[config.mk]
export PLATFORM = sky130hd
export DESIGN_NAME = cht_core_halt
export DESIGN_NICKNAME = d
export VERILOG_FILES = /design/src/hw/cht_pkg.sv /design/src/hw/cht_edge_det.sv /design/src/hw/cht_core_halt.sv
export SDC_FILE = /design/constraint.sdc
export NUM_CORES = 1
export LEC_CHECK = 0
export ABC_CLOCK_PERIOD_IN_PS = 800
export BUFFER_PORTS_ARGS = -buffer_cell sky130_fd_sc_hd__buf_2
export CAP_MARGIN = 30
export CORE_MARGIN = 10
export CORE_UTILIZATION = 50
export CTS_BUF_LIST = sky130_fd_sc_hd__clkbuf_2 sky130_fd_sc_hd__clkbuf_4 sky130_fd_sc_hd__clkbuf_8
export CTS_CLUSTER_DIAMETER = 30
export DETAILED_ROUTE_END_ITERATION = 8
export PLACE_DENSITY = 0.72
export SYNTH_ARGS = -nofsm -noshare
export SYNTH_HDL_FRONTEND = slang
export SYNTH_SLANG_ARGS = --single-unit
[constraint.sdc]
create_clock -name clk_in -period 0.8 [get_ports clk_in]
set_input_delay 0 -clock clk_in [delete_from_list [all_inputs] [get_ports clk_in]]
set_output_delay 0 -clock clk_in [all_outputs]
set_load 0.01 [all_outputs]
[src/hw/cht_pkg.sv]
// constants and types for the core halt cross-trigger block
// assumes one 40 MHz clock domain; no software-visible registers
package cht_pkg;
  // -----------------------------------------------------------------
  // clock and timing
  // -----------------------------------------------------------------
  localparam int CLK_PERIOD_NS = 25;
  // retire one more than this many further instructions after an external request
  localparam logic [3:0] STOP_SLACK_INSTR = 4'h3;
  // -----------------------------------------------------------------
  // cross-trigger actions
  // -----------------------------------------------------------------
  localparam int XT_ACTIONS = 8;
  localparam logic [2:0] XT_STOP = 3'h0;
  localparam logic [2:0] XT_RESUME = 3'h1;
  localparam logic [2:0] XT_ASSERT_HALT_OUT = 3'h2;
  // -----------------------------------------------------------------
  // debug modes
  // -----------------------------------------------------------------
  localparam logic DBG_BASIC = 1'b0;
  localparam logic DBG_EXTENDED = 1'b1;
  // -----------------------------------------------------------------
  // halt cause codes
  // -----------------------------------------------------------------
  typedef enum logic [2:0] {
    CHT_CAUSE_NONE = 3'b000,
    CHT_CAUSE_BREAK = 3'b001,
    CHT_CAUSE_WATCH = 3'b010,
    CHT_CAUSE_HOST = 3'b011,
    CHT_CAUSE_EXT = 3'b100,
    CHT_CAUSE_XTRIG = 3'b101
  } cht_cause_t;
  // -----------------------------------------------------------------
  // run state
  // -----------------------------------------------------------------
  typedef enum logic [1:0] {
    CHT_RUN = 2'b00,
    CHT_DRAIN = 2'b01,
    CHT_HALTED = 2'b10
  } cht_state_t;
endpackage

[src/hw/cht_edge_det.sv]
// rising-edge detector, one per cross-trigger action line
// assumes input already synchronous to clk_in
`timescale 1ns/1ps
module cht_edge_det
  import cht_pkg::*;
(
  // clock and reset
  input wire logic clk_in,
  input wire logic rst_n_in,
  // level in, pulse out
  input wire logic level_in,
  output logic rise_out
);
  logic prev;
  always_ff @(posedge clk_in or negedge rst_n_in) begin
    if (!rst_n_in) begin
      prev <= 1'b0;
    end else begin
      prev <= level_in;
    end
  end
  assign rise_out = level_in & ~prev;
endmodule

[src/hw/cht_core_halt.sv]
// halt cross-trigger logic of a soft processor core's debug interface
// assumes the pipeline reports retired instructions and obeys run_out;
// the debug bus delivers cross-trigger actions as levels on clk_in
`timescale 1ns/1ps
module cht_core_halt
  import cht_pkg::*;
#(
  parameter bit DISCRETE_PORTS = 1'b1,
  parameter bit DEBUG_MODE = DBG_EXTENDED
) (
  // clock and reset
  input wire logic clk_in,
  input wire logic resetn_in,
  // discrete cross-trigger pins
  input wire logic external_halt_request_in,
  output logic core_halted_flag_out,
  // host debugger commands and pipeline events
  input wire logic host_stop_in,
  input wire logic host_resume_in,
  input wire logic breakpoint_hit_in,
  input wire logic watchpoint_hit_in,
  input wire logic instr_retire_in,
  // debug bus cross-trigger actions
  input wire logic [XT_ACTIONS-1:0] xtrig_action_in,
  // core control and status
  output logic run_out,
  output logic [2:0] halt_cause_out,
  output logic xtrig_halt_out
);
  // -----------------------------------------------------------------
  // reset release
  // -----------------------------------------------------------------
  logic rst_meta;
  logic rst_n;
  always_ff @(posedge clk_in or negedge resetn_in) begin
    if (!resetn_in) begin
      rst_meta <= 1'b0;
      rst_n <= 1'b0;
    end else begin
      rst_meta <= 1'b1;
      rst_n <= rst_meta;
    end
  end

  // -----------------------------------------------------------------
  // request sampling and cross-trigger decode
  // -----------------------------------------------------------------
  logic ext_req;
  logic [XT_ACTIONS-1:0] xt_rise;
  wire ext_enabled = DISCRETE_PORTS;
  wire xt_enabled = (DEBUG_MODE == DBG_EXTENDED);
  always_ff @(posedge clk_in or negedge rst_n) begin
    if (!rst_n) begin
      ext_req <= 1'b0;
    end else begin
      ext_req <= external_halt_request_in & ext_enabled;
    end
  end

  genvar gi;
  generate
    for (gi = 0; gi < XT_ACTIONS; gi++) begin : g_xt
      cht_edge_det u_edge (
        .clk_in(clk_in),
        .rst_n_in(rst_n),
        .level_in(xtrig_action_in[gi] & xt_enabled),
        .rise_out(xt_rise[gi])
      );
    end
  endgenerate

  // -----------------------------------------------------------------
  // cross-trigger action decode
  // -----------------------------------------------------------------
  // actions above the three mapped ones are accepted and have no effect
  wire xt_stop = xt_rise[XT_STOP];
  wire xt_resume = xt_rise[XT_RESUME];
  wire xt_halt_pulse = xt_rise[XT_ASSERT_HALT_OUT];

  // -----------------------------------------------------------------
  // halt state machine
  // -----------------------------------------------------------------
  cht_state_t state;
  cht_state_t next_state;
  cht_cause_t cause;
  cht_cause_t next_cause;
  logic [3:0] slack;
  logic [3:0] next_slack;

  // immediate stops take effect at once; external ones drain first
  wire stop_now = host_stop_in | breakpoint_hit_in | watchpoint_hit_in |
                  xt_stop;
  wire resume_cmd = host_resume_in | xt_resume;
  wire drain_done = instr_retire_in && (slack == 4'h0);

  // breakpoint outranks watchpoint, which outranks the host stop
  cht_cause_t now_cause;
  assign now_cause = breakpoint_hit_in ? CHT_CAUSE_BREAK :
                     watchpoint_hit_in ? CHT_CAUSE_WATCH :
                     host_stop_in ? CHT_CAUSE_HOST : CHT_CAUSE_XTRIG;

  always_comb begin
    next_state = state;
    next_cause = cause;
    next_slack = slack;
    unique case (state)
      CHT_RUN: begin
        if (stop_now) begin
          next_state = CHT_HALTED;
          next_cause = now_cause;
        end else if (ext_req) begin
          next_state = CHT_DRAIN;
          next_slack = STOP_SLACK_INSTR;
          next_cause = CHT_CAUSE_EXT;
        end
      end
      CHT_DRAIN: begin
        if (stop_now) begin
          next_state = CHT_HALTED;
          next_cause = now_cause;
        end else if (drain_done) begin
          next_state = CHT_HALTED;
        end else if (instr_retire_in) begin
          next_slack = slack - 4'h1;
        end
      end
      CHT_HALTED: begin
        // a held request does not re-halt until it has been seen low
        if (resume_cmd) begin
          next_state = CHT_RUN;
          next_cause = CHT_CAUSE_NONE;
        end
      end
      default: begin
        next_state = CHT_HALTED;
      end
    endcase
  end

  // -----------------------------------------------------------------
  // re-arm of the external request
  // -----------------------------------------------------------------
  // a request still high after resume must drop before it halts again;
  // otherwise a peer's held level would stop the core again at once
  logic req_armed;
  wire next_armed = (state == CHT_HALTED) ? 1'b0 :
                    (req_armed | ~ext_req);
  wire drain_blocked = (next_state == CHT_DRAIN) && !req_armed;
  cht_state_t state_load;
  cht_cause_t cause_load;
  assign state_load = drain_blocked ? state : next_state;
  assign cause_load = drain_blocked ? cause : next_cause;

  always_ff @(posedge clk_in or negedge rst_n) begin
    if (!rst_n) begin
      req_armed <= 1'b1;
    end else begin
      req_armed <= next_armed;
    end
  end

  // -----------------------------------------------------------------
  // state, cause and drain counter
  // -----------------------------------------------------------------
  always_ff @(posedge clk_in or negedge rst_n) begin
    if (!rst_n) begin
      state <= CHT_RUN;
    end else begin
      state <= state_load;
    end
  end

  always_ff @(posedge clk_in or negedge rst_n) begin
    if (!rst_n) begin
      cause <= CHT_CAUSE_NONE;
    end else begin
      cause <= cause_load;
    end
  end

  always_ff @(posedge clk_in or negedge rst_n) begin
    if (!rst_n) begin
      slack <= 4'h0;
    end else begin
      slack <= next_slack;
    end
  end

  // -----------------------------------------------------------------
  // registered outputs
  // -----------------------------------------------------------------
  wire halted_now = (state == CHT_HALTED);
  always_ff @(posedge clk_in or negedge rst_n) begin
    if (!rst_n) begin
      core_halted_flag_out <= 1'b0;
      run_out <= 1'b0;
      xtrig_halt_out <= 1'b0;
    end else begin
      core_halted_flag_out <= halted_now & ext_enabled;
      run_out <= ~halted_now;
      xtrig_halt_out <= halted_now | xt_halt_pulse;
    end
  end

  // cause is registered like the flag; an external request sets it at drain entry, before the flag rises
  always_ff @(posedge clk_in or negedge rst_n) begin
    if (!rst_n) begin
      halt_cause_out <= 3'h0;
    end else begin
      halt_cause_out <= cause;
    end
  end
endmodule

==> run_summary.xml, run 1 <==
<?xml version="1.0" encoding="UTF-8"?>
<metrics>
  <group name="sta">
    <metric name="final.setup_skew" unit="ns">0.0132</metric>
    <metric name="final_max_slew_viol_count" unit="">0</metric>
    <metric name="timing_hold_violations_final" unit="">0</metric>
    <metric name="period_needed" unit="ns">1.96</metric>
    <metric name="final-setup-viol-count" unit="">17</metric>
    <metric name="fin_crit_sh" unit="%">246</metric>
    <metric name="grt_setup_unrepaired" unit="">true</metric>
    <metric name="final_critical_path_setup_slack" unit="ns">-1.16</metric>
    <metric name="fmax" unit="MHz">509</metric>
  </group>
  <group name="yosys">
    <metric name="yosys_register_bits" unit="">22</metric>
    <metric name="netlist-cell-type-count" unit="">34</metric>
    <metric name="synth_enable_flop_cells" unit="">0</metric>
    <metric name="leading_cell_types_by_count_after_synthesis" unit="">dfrtp_1 (21), inv_1 (7), nor2_1 (6), nor3_1 (6), ha_1 (5)</metric>
    <metric name="synth.largest_area_cell" unit="">dfrtp_1</metric>
    <metric name="synthDominantCellAreaShare" unit="%">51.7</metric>
    <metric name="post_synth.cell_area_avg" unit="um^2">11.1</metric>
    <metric name="post_synth_inst_count" unit="">92</metric>
    <metric name="yosysWarningCount" unit="">0</metric>
    <metric name="syn_nets" unit="">113</metric>
    <metric name="syn_area" unit="um^2">1020</metric>
    <metric name="top_flip_flop_cell_by_instance_count_after_synthesis" unit="">dfrtp_1</metric>
    <metric name="synthArstFlopShare" unit="%">100</metric>
    <metric name="most_repeated_cell_in_the_gate_level_netlist_after_synthesis" unit="">dfrtp_1</metric>
    <metric name="ys_top_cells_by_area" unit="">dfrtp_1 (52%), ha_1 (6.2%), nor3_1 (3.0%)</metric>
    <metric name="synth_sequential_area_ratio" unit="%">54.2</metric>
  </group>
  <group name="global_route">
    <metric name="globalRoute.totalOverflow" unit="">0</metric>
    <metric name="grt_pass1_vias" unit="">983</metric>
    <metric name="pin_count_of_the_biggest_net_entering_global_routing" unit="">14</metric>
    <metric name="grt_antenna_before_repair" unit="">0</metric>
    <metric name="grt_use_total" unit="%">13.3</metric>
    <metric name="grt_pass1_wl" unit="um">4360</metric>
  </group>
  <group name="detailed_routing">
    <metric name="remaining_drc_errors" unit="">0</metric>
    <metric name="detail_route.vias_per_cell" unit="">5.23</metric>
    <metric name="drtIter0Drc" unit="">25</metric>
    <metric name="routed_wirelength" unit="um">2730</metric>
    <metric name="detail_route.first_pass.iterations" unit="">4</metric>
    <metric name="routed-via-count" unit="">921</metric>
    <metric name="final_antenna_net_count" unit="">0</metric>
    <metric name="post_drt_wl_per_cell" unit="um">15.5</metric>
  </group>
  <group name="worst_hold_path">
    <metric name="hold_depth" unit="">4</metric>
    <metric name="worst_min_path_start" unit="">breakpoint_hit_in</metric>
    <metric name="min-delay-path-class" unit="">input pin to register</metric>
  </group>
  <group name="die">
    <metric name="die-height" unit="um">65.1</metric>
    <metric name="floorplan.rows" unit="">16</metric>
    <metric name="ioPinCount" unit="">22</metric>
    <metric name="core_area" unit="um^2">1940</metric>
    <metric name="die_area" unit="um^2">4240</metric>
    <metric name="initial_standard_cell_utilization_of_the_core" unit="%">52.4</metric>
    <metric name="die_width" unit="um">65.1</metric>
  </group>
  <group name="clock_tree">
    <metric name="clock_tree_from_tritoncts" unit="">built</metric>
    <metric name="worst_setup_hold_path_clk_slew" unit="ns">0.12</metric>
    <metric name="cts.htree.levels" unit="">1</metric>
    <metric name="cts_buffer_count" unit="">3</metric>
    <metric name="clockRootBuffer" unit="">clkbuf_4</metric>
    <metric name="worstSkewPairLatency" unit="ns">0.31</metric>
    <metric name="clock-sinks" unit="">22</metric>
    <metric name="max-clock-path-buffers" unit="">2</metric>
  </group>
  <group name="critical_path">
    <metric name="timing.setup.critical_path_class" unit="">register to register</metric>
    <metric name="path_max_fanout" unit="">4</metric>
    <metric name="worst_ep_required_time" unit="ns">1.02</metric>
    <metric name="worstSetupStartpointType" unit="">register</metric>
    <metric name="worstSetupStartpoint" unit="">state[1]</metric>
    <metric name="worst_setup_path_end_kind" unit="">register</metric>
    <metric name="r2r_start" unit="">state[1]</metric>
    <metric name="r2r_cells" unit="">7</metric>
    <metric name="worstPathArrival" unit="ns">2.18</metric>
  </group>
  <group name="cells_and_area">
    <metric name="layout.filler_cells" unit="">136</metric>
    <metric name="final_cell_area" unit="um^2">1520</metric>
    <metric name="insertedDiodeCount" unit="">0</metric>
    <metric name="final_net_count" unit="">171</metric>
    <metric name="syn_to_final_growth" unit="%">49.6</metric>
    <metric name="stdcell_count" unit="">176</metric>
    <metric name="share_of_final_layout_standard_cells_stronger_than_drive_strength_1" unit="%">45.6</metric>
  </group>
  <group name="placement">
    <metric name="placement.cell_area" unit="um^2">1350</metric>
    <metric name="dp_hpwl" unit="um">1980</metric>
    <metric name="io_buffers" unit="">16</metric>
    <metric name="dp_cells" unit="">159</metric>
    <metric name="finalWeightedCongestion" unit="">0.951</metric>
  </group>
  <group name="power">
    <metric name="post-layout-total-power" unit="mW">4.17</metric>
    <metric name="cellLeakagePower" unit="nW">0.752</metric>
    <metric name="power_density" unit="nW/um^2">2740</metric>
    <metric name="irDropWorstVdd" unit="uV">2320</metric>
  </group>
  <group name="run_status">
    <metric name="result_of_the_run" unit="">finished with violations</metric>
    <metric name="failed_checks" unit="">setup timing</metric>
  </group>
  <group name="run">
    <metric name="number_of_max_cap_violations" unit="">0</metric>
  </group>
</metrics>
-- placed cells by master (no fill, tap or decap), types with 3 or more instances in the layout --
cell and count:
nand3_1 3, nor2b_1 3, a21o_1 3, dlygate4sd3_1 6, nor2_1 6, clkbuf_4 4, buf_4 32, nor3_1 6
buf_2 16, nand2b_1 4, dfrtp_1 20, a21oi_1 4, inv_1 4
-- area by class of cell --
cell class | count | area (um^2) | share of cell area (%)
timing repair buffer | 54 | 380 | 25.0
sequential | 22 | 553 | 36.3
clock buffer | 4 | 30.0 | 1.97
multi-input combinational | 62 | 495 | 32.6
inverter | 7 | 28.8 | 1.89
tap | 27 | 33.8 | 2.22
-- critical path, cell delays in order (launching register included) --
cell and delay (ns):
dfrtp_2 0.47, inv_2 0.10, ha_4 0.15, nand2_4 0.05, a21o_1 0.18, or4_4 0.54, o211a_1 0.24, a21o_1 0.14
-- worst paths after layout --
check	endpoint	slack, ns
max	cause[2]	-1.16
min	cause[1]	0.14
max reg2reg	cause[2]	-1.16
min reg2reg	state[1]	0.17
max in group asynchronous	rst_n	0.11
min in group asynchronous	state[1]	0.17
-- through the flow --
stage	hold WS [ns]	setup WS, ns	utilization (%)	TNS, ns
5_1_grt	0.148	-1.22	78.4	-11.25
6_report	0.140	-1.16	78.4	-10.22
2_1_floorplan	-0.296	-1.11	-	-8.09
4_1_cts	0.134	-1.14	76.4	-10.11
3_5_place_dp	-0.214	-1.15	69.5	-9.95
3_3_place_gp	-0.216	-1.10	69.5	-9.27
-- per-layer routing --
layer	part of all wire, %	wire length (um)	vias up	GRT usage (%)
met1	35	961	446	12.4
li1	-	-	444	-
met4	3.0	81	0	7.75
met2	57	1560	24	25.5
met5	0	0	-	0
met3	4.4	120	7	3.05
-- flip-flops by register name, indices dropped and copies added (netlist names) --
register,count
slack,4
cause,3
g_xt.u_edge.prev,3
halt_cause_out,3
state,2
core_halted_flag_out,1
ext_req,1
req_armed,1
rst_meta,1
rst_n,1
run_out,1
xtrig_halt_out,1
-- where the power goes --
part	internal (mW)	switching [mW]	total, mW
Combinational	1.08	0.953	2.03
Sequential	1.43	0.157	1.59
Clock	0.229	0.320	0.549
Total	2.74	1.43	4.17
-- logic make-up after synthesis --
kind of cell | after synthesis | share of synthesized area [%]
flops | 22 | 54.2
xor+xnor | 2 | 1.72
compound gates | 24 | 17.8
fa+ha+maj | 5 | 6.15
simple gates | 30 | 16.7
buf+inv | 8 | 2.95
other cells | 1 | 0.369
-- what timing repair did --
action / in CTS / in global routing
hold buffers: 6 / 0
pin swaps: 6 / 5
hold endpoints to repair: 7 / 0
gates resized for setup: 3 / 5
setup buffers: 5 / 3
setup endpoints to repair: 19 / 19
No activity file was read; power rests on OpenSTA's default activity.
==> inputs of run 2 (changes only) <==
--- a/config.mk
+++ b/config.mk
@@ -5,7 +5,7 @@
 export SDC_FILE = /design/constraint.sdc
 export NUM_CORES = 1
 export LEC_CHECK = 0
-export ABC_CLOCK_PERIOD_IN_PS = 800
+export ABC_CLOCK_PERIOD_IN_PS = 2200
 export BUFFER_PORTS_ARGS = -buffer_cell sky130_fd_sc_hd__buf_2
 export CAP_MARGIN = 30
 export CORE_MARGIN = 10
@@ -13,7 +13,8 @@
 export CTS_BUF_LIST = sky130_fd_sc_hd__clkbuf_2 sky130_fd_sc_hd__clkbuf_4 sky130_fd_sc_hd__clkbuf_8
 export CTS_CLUSTER_DIAMETER = 30
 export DETAILED_ROUTE_END_ITERATION = 8
-export PLACE_DENSITY = 0.72
+export PLACE_DENSITY = 0.73
+export SLEW_MARGIN = 15
 export SYNTH_ARGS = -nofsm -noshare
 export SYNTH_HDL_FRONTEND = slang
 export SYNTH_SLANG_ARGS = --single-unit
==> constraint.sdc (replaced) <==
create_clock -name clk_in -period 2.2 [get_ports clk_in]
set_input_delay 0 -clock clk_in [delete_from_list [all_inputs] [get_ports clk_in]]
set_output_delay 0 -clock clk_in [all_outputs]
set_load 0.01 [all_outputs]
==> run_summary.xml, run 2 (synthesized netlist as in run 1, its figures left out) <==
<?xml version="1.0" encoding="UTF-8"?>
<metrics>
  <group name="die">
    <metric name="die_area" unit="um^2">4240</metric>
    <metric name="core_area" unit="um^2">1940</metric>
    <metric name="die-height" unit="um">65.1</metric>
    <metric name="ioPinCount" unit="">22</metric>
    <metric name="die_width" unit="um">65.1</metric>
    <metric name="floorplan.rows" unit="">16</metric>
    <metric name="initial_standard_cell_utilization_of_the_core" unit="%">52.4</metric>
  </group>
  <group name="cells_and_area">
    <metric name="postLayoutCoreUtil" unit="%">64.3</metric>
    <metric name="layout_commonest_cell" unit="">dfrtp_1</metric>
    <metric name="share_of_final_layout_standard_cells_stronger_than_drive_strength_1" unit="%">25.8</metric>
    <metric name="final_net_count" unit="">142</metric>
    <metric name="syn_to_final_growth" unit="%">22.8</metric>
    <metric name="largest_register_ffs" unit="">4</metric>
    <metric name="commonest_cells_after_routing_fill_and_taps_aside" unit="">dfrtp_1 (21), buf_2 (16)</metric>
    <metric name="largest_register" unit="">slack</metric>
    <metric name="insertedDiodeCount" unit="">0</metric>
  </group>
  <group name="sta">
    <metric name="final.setup_skew" unit="ns">0.00130</metric>
    <metric name="fin_crit_sh" unit="%">95.2</metric>
    <metric name="grt_setup_unrepaired" unit="">false</metric>
    <metric name="period_needed" unit="ns">2.09</metric>
    <metric name="timing.max_slew.rel_slack" unit="%">48.7</metric>
    <metric name="fmax" unit="MHz">478</metric>
    <metric name="setup-tns-final" unit="ns">0</metric>
    <metric name="final_max_slew_viol_count" unit="">0</metric>
    <metric name="timing_hold_violations_final" unit="">0</metric>
    <metric name="final_critical_path_setup_slack" unit="ns">0.106</metric>
    <metric name="final-setup-viol-count" unit="">0</metric>
    <metric name="worst-slew-pin-transition" unit="ns">0.770</metric>
  </group>
  <group name="global_route">
    <metric name="globalRoute.totalOverflow" unit="">0</metric>
    <metric name="grt_pass1_vias" unit="">759</metric>
    <metric name="pin_count_of_the_biggest_net_entering_global_routing" unit="">21</metric>
    <metric name="grt_pass1_wl" unit="um">3300</metric>
    <metric name="grt_use_total" unit="%">9.62</metric>
    <metric name="grt_antenna_before_repair" unit="">0</metric>
  </group>
  <group name="critical_path">
    <metric name="path_max_fanout" unit="">4</metric>
    <metric name="timing.setup.critical_path_class" unit="">register to register</metric>
    <metric name="r2r_cells" unit="">7</metric>
    <metric name="worst_setup_path_end_kind" unit="">register</metric>
    <metric name="worstSetupStartpointType" unit="">register</metric>
    <metric name="crit_path_cell_trace" unit="">inv_1 &gt; ha_1 &gt; nor2b_1 &gt; a32oi_1 &gt; or4_4 &gt; o211a_1 &gt; a21o_1</metric>
    <metric name="worst-r2r-setup-slack" unit="ns">0.11</metric>
    <metric name="r2r_start" unit="">state[0]</metric>
    <metric name="worstPathArrival" unit="ns">2.30</metric>
    <metric name="max_stage_delay" unit="ns">0.52</metric>
    <metric name="cpMaxStageDelayCell" unit="">or4_4</metric>
    <metric name="regToRegEndpoint" unit="">cause[2]</metric>
    <metric name="worst_ep_required_time" unit="ns">2.41</metric>
  </group>
  <group name="worst_hold_path">
    <metric name="hold_depth" unit="">3</metric>
    <metric name="worst_min_path_start" unit="">breakpoint_hit_in</metric>
    <metric name="hold_path_end" unit="">cause[1]</metric>
    <metric name="min-delay-path-class" unit="">input pin to register</metric>
  </group>
  <group name="detailed_routing">
    <metric name="remaining_drc_errors" unit="">0</metric>
    <metric name="post_drt_wl_per_cell" unit="um">13.0</metric>
    <metric name="met2WireLength" unit="um">1020</metric>
    <metric name="detail_route.first_pass.iterations" unit="">4</metric>
    <metric name="final_antenna_net_count" unit="">0</metric>
    <metric name="route.top_layer_used" unit="">met4</metric>
    <metric name="detail_route.vias_per_cell" unit="">5.26</metric>
    <metric name="drtIter0Drc" unit="">42</metric>
    <metric name="routed-via-count" unit="">773</metric>
    <metric name="m1WireLength" unit="um">819</metric>
    <metric name="dr_wl_met3" unit="um">54</metric>
    <metric name="routed_wirelength" unit="um">1910</metric>
  </group>
  <group name="run">
    <metric name="number_of_max_cap_violations" unit="">0</metric>
  </group>
  <group name="placement">
    <metric name="io_buffers" unit="">16</metric>
    <metric name="worst_setup_slack_before_clock_tree_synthesis" unit="ns">0.0896</metric>
    <metric name="finalWeightedCongestion" unit="">0.824</metric>
    <metric name="dp_hpwl" unit="um">1540</metric>
  </group>
  <group name="clock_tree">
    <metric name="clock-sinks" unit="">22</metric>
    <metric name="max-clock-path-buffers" unit="">2</metric>
    <metric name="cts_setup_buffers" unit="">0</metric>
    <metric name="worstSkewPairLatency" unit="ns">0.30</metric>
    <metric name="cts_buffer_count" unit="">3</metric>
    <metric name="clockRootBuffer" unit="">clkbuf_4</metric>
    <metric name="cts.htree.levels" unit="">1</metric>
    <metric name="worst_setup_hold_path_clk_slew" unit="ns">0.11</metric>
    <metric name="clock_tree_from_tritoncts" unit="">built</metric>
  </group>
  <group name="power">
    <metric name="irDropWorstVdd" unit="uV">700</metric>
    <metric name="cellLeakagePower" unit="nW">0.600</metric>
    <metric name="power_density" unit="nW/um^2">990</metric>
  </group>
  <group name="run_status">
    <metric name="result_of_the_run" unit="">completed</metric>
  </group>
</metrics>
run 2: cell count changes in the layout (fill, tap and decap cells not counted), sizes merged:
| cell | previous run | this run |
|---|---|---|
| buf | 48 | 19 |
run 2: cell type report:
type / count / area (um^2)
Fill cell: 157 / 693
Multi-Input combinational cell: 62 / 438
Timing Repair Buffer: 25 / 163
Sequential cell: 22 / 552
Inverter: 7 / 26.3
Clock buffer: 4 / 36.3
Tap cell: 27 / 33.8
run 2: worst max-delay path, delay by kind of cell, from the launching register on:
family,cells,cell delay [ns]
flops,1,0.39
fa+ha+maj,1,0.20
compound gates,3,0.53
buf+inv,1,0.10
simple gates,2,0.79
run 2: per-layer routing:
layer	up-vias	track usage, %
li1	387	-
met1	372	10.2
met3	4	1.86
met2	10	18.1
met5	-	0
met4	0	4.01
run 2: repair_timing:
| item | 4_1_cts | 5_1_grt |
|---|---|---|
| hold buffers | 6 | 0 |
| hold endpoints to repair | 7 | 0 |
| resized for setup | 0 | 2 |
| setup endpoints to repair | 0 | 4 |
run 2: worst max path at each step:
stage	startpoint	to	slack [ns]
floorplan	state[1]	cause[2]	0.20
CTS	state[1]	cause[2]	0.07
finish	state[0]	cause[2]	0.11
global route	state[0]	cause[2]	0.009
global placement	state[0]	cause[2]	0.11
detailed placement	state[1]	cause[2]	0.09
run 2: stage by stage:
step / hold slack [ns] / cells / cell area, um^2 / power [mW]
after CTS: 0.0467 / 147 / 1250 / 1.24
after global placement: -0.216 / 137 / 1150 / 1.00
after floorplan: -0.296 / 92 / 1020 / 0.872
after detailed placement: -0.213 / 137 / 1150 / 1.02
final: 0.0573 / 147 / 1250 / 1.24
after global routing: 0.0786 / 147 / 1250 / 1.34
run 2: power breakdown:
group	internal, mW	switching (mW)	total [mW]
logic	0.203	0.224	0.427
registers	0.518	0.0743	0.593
clock network	0.101	0.115	0.216
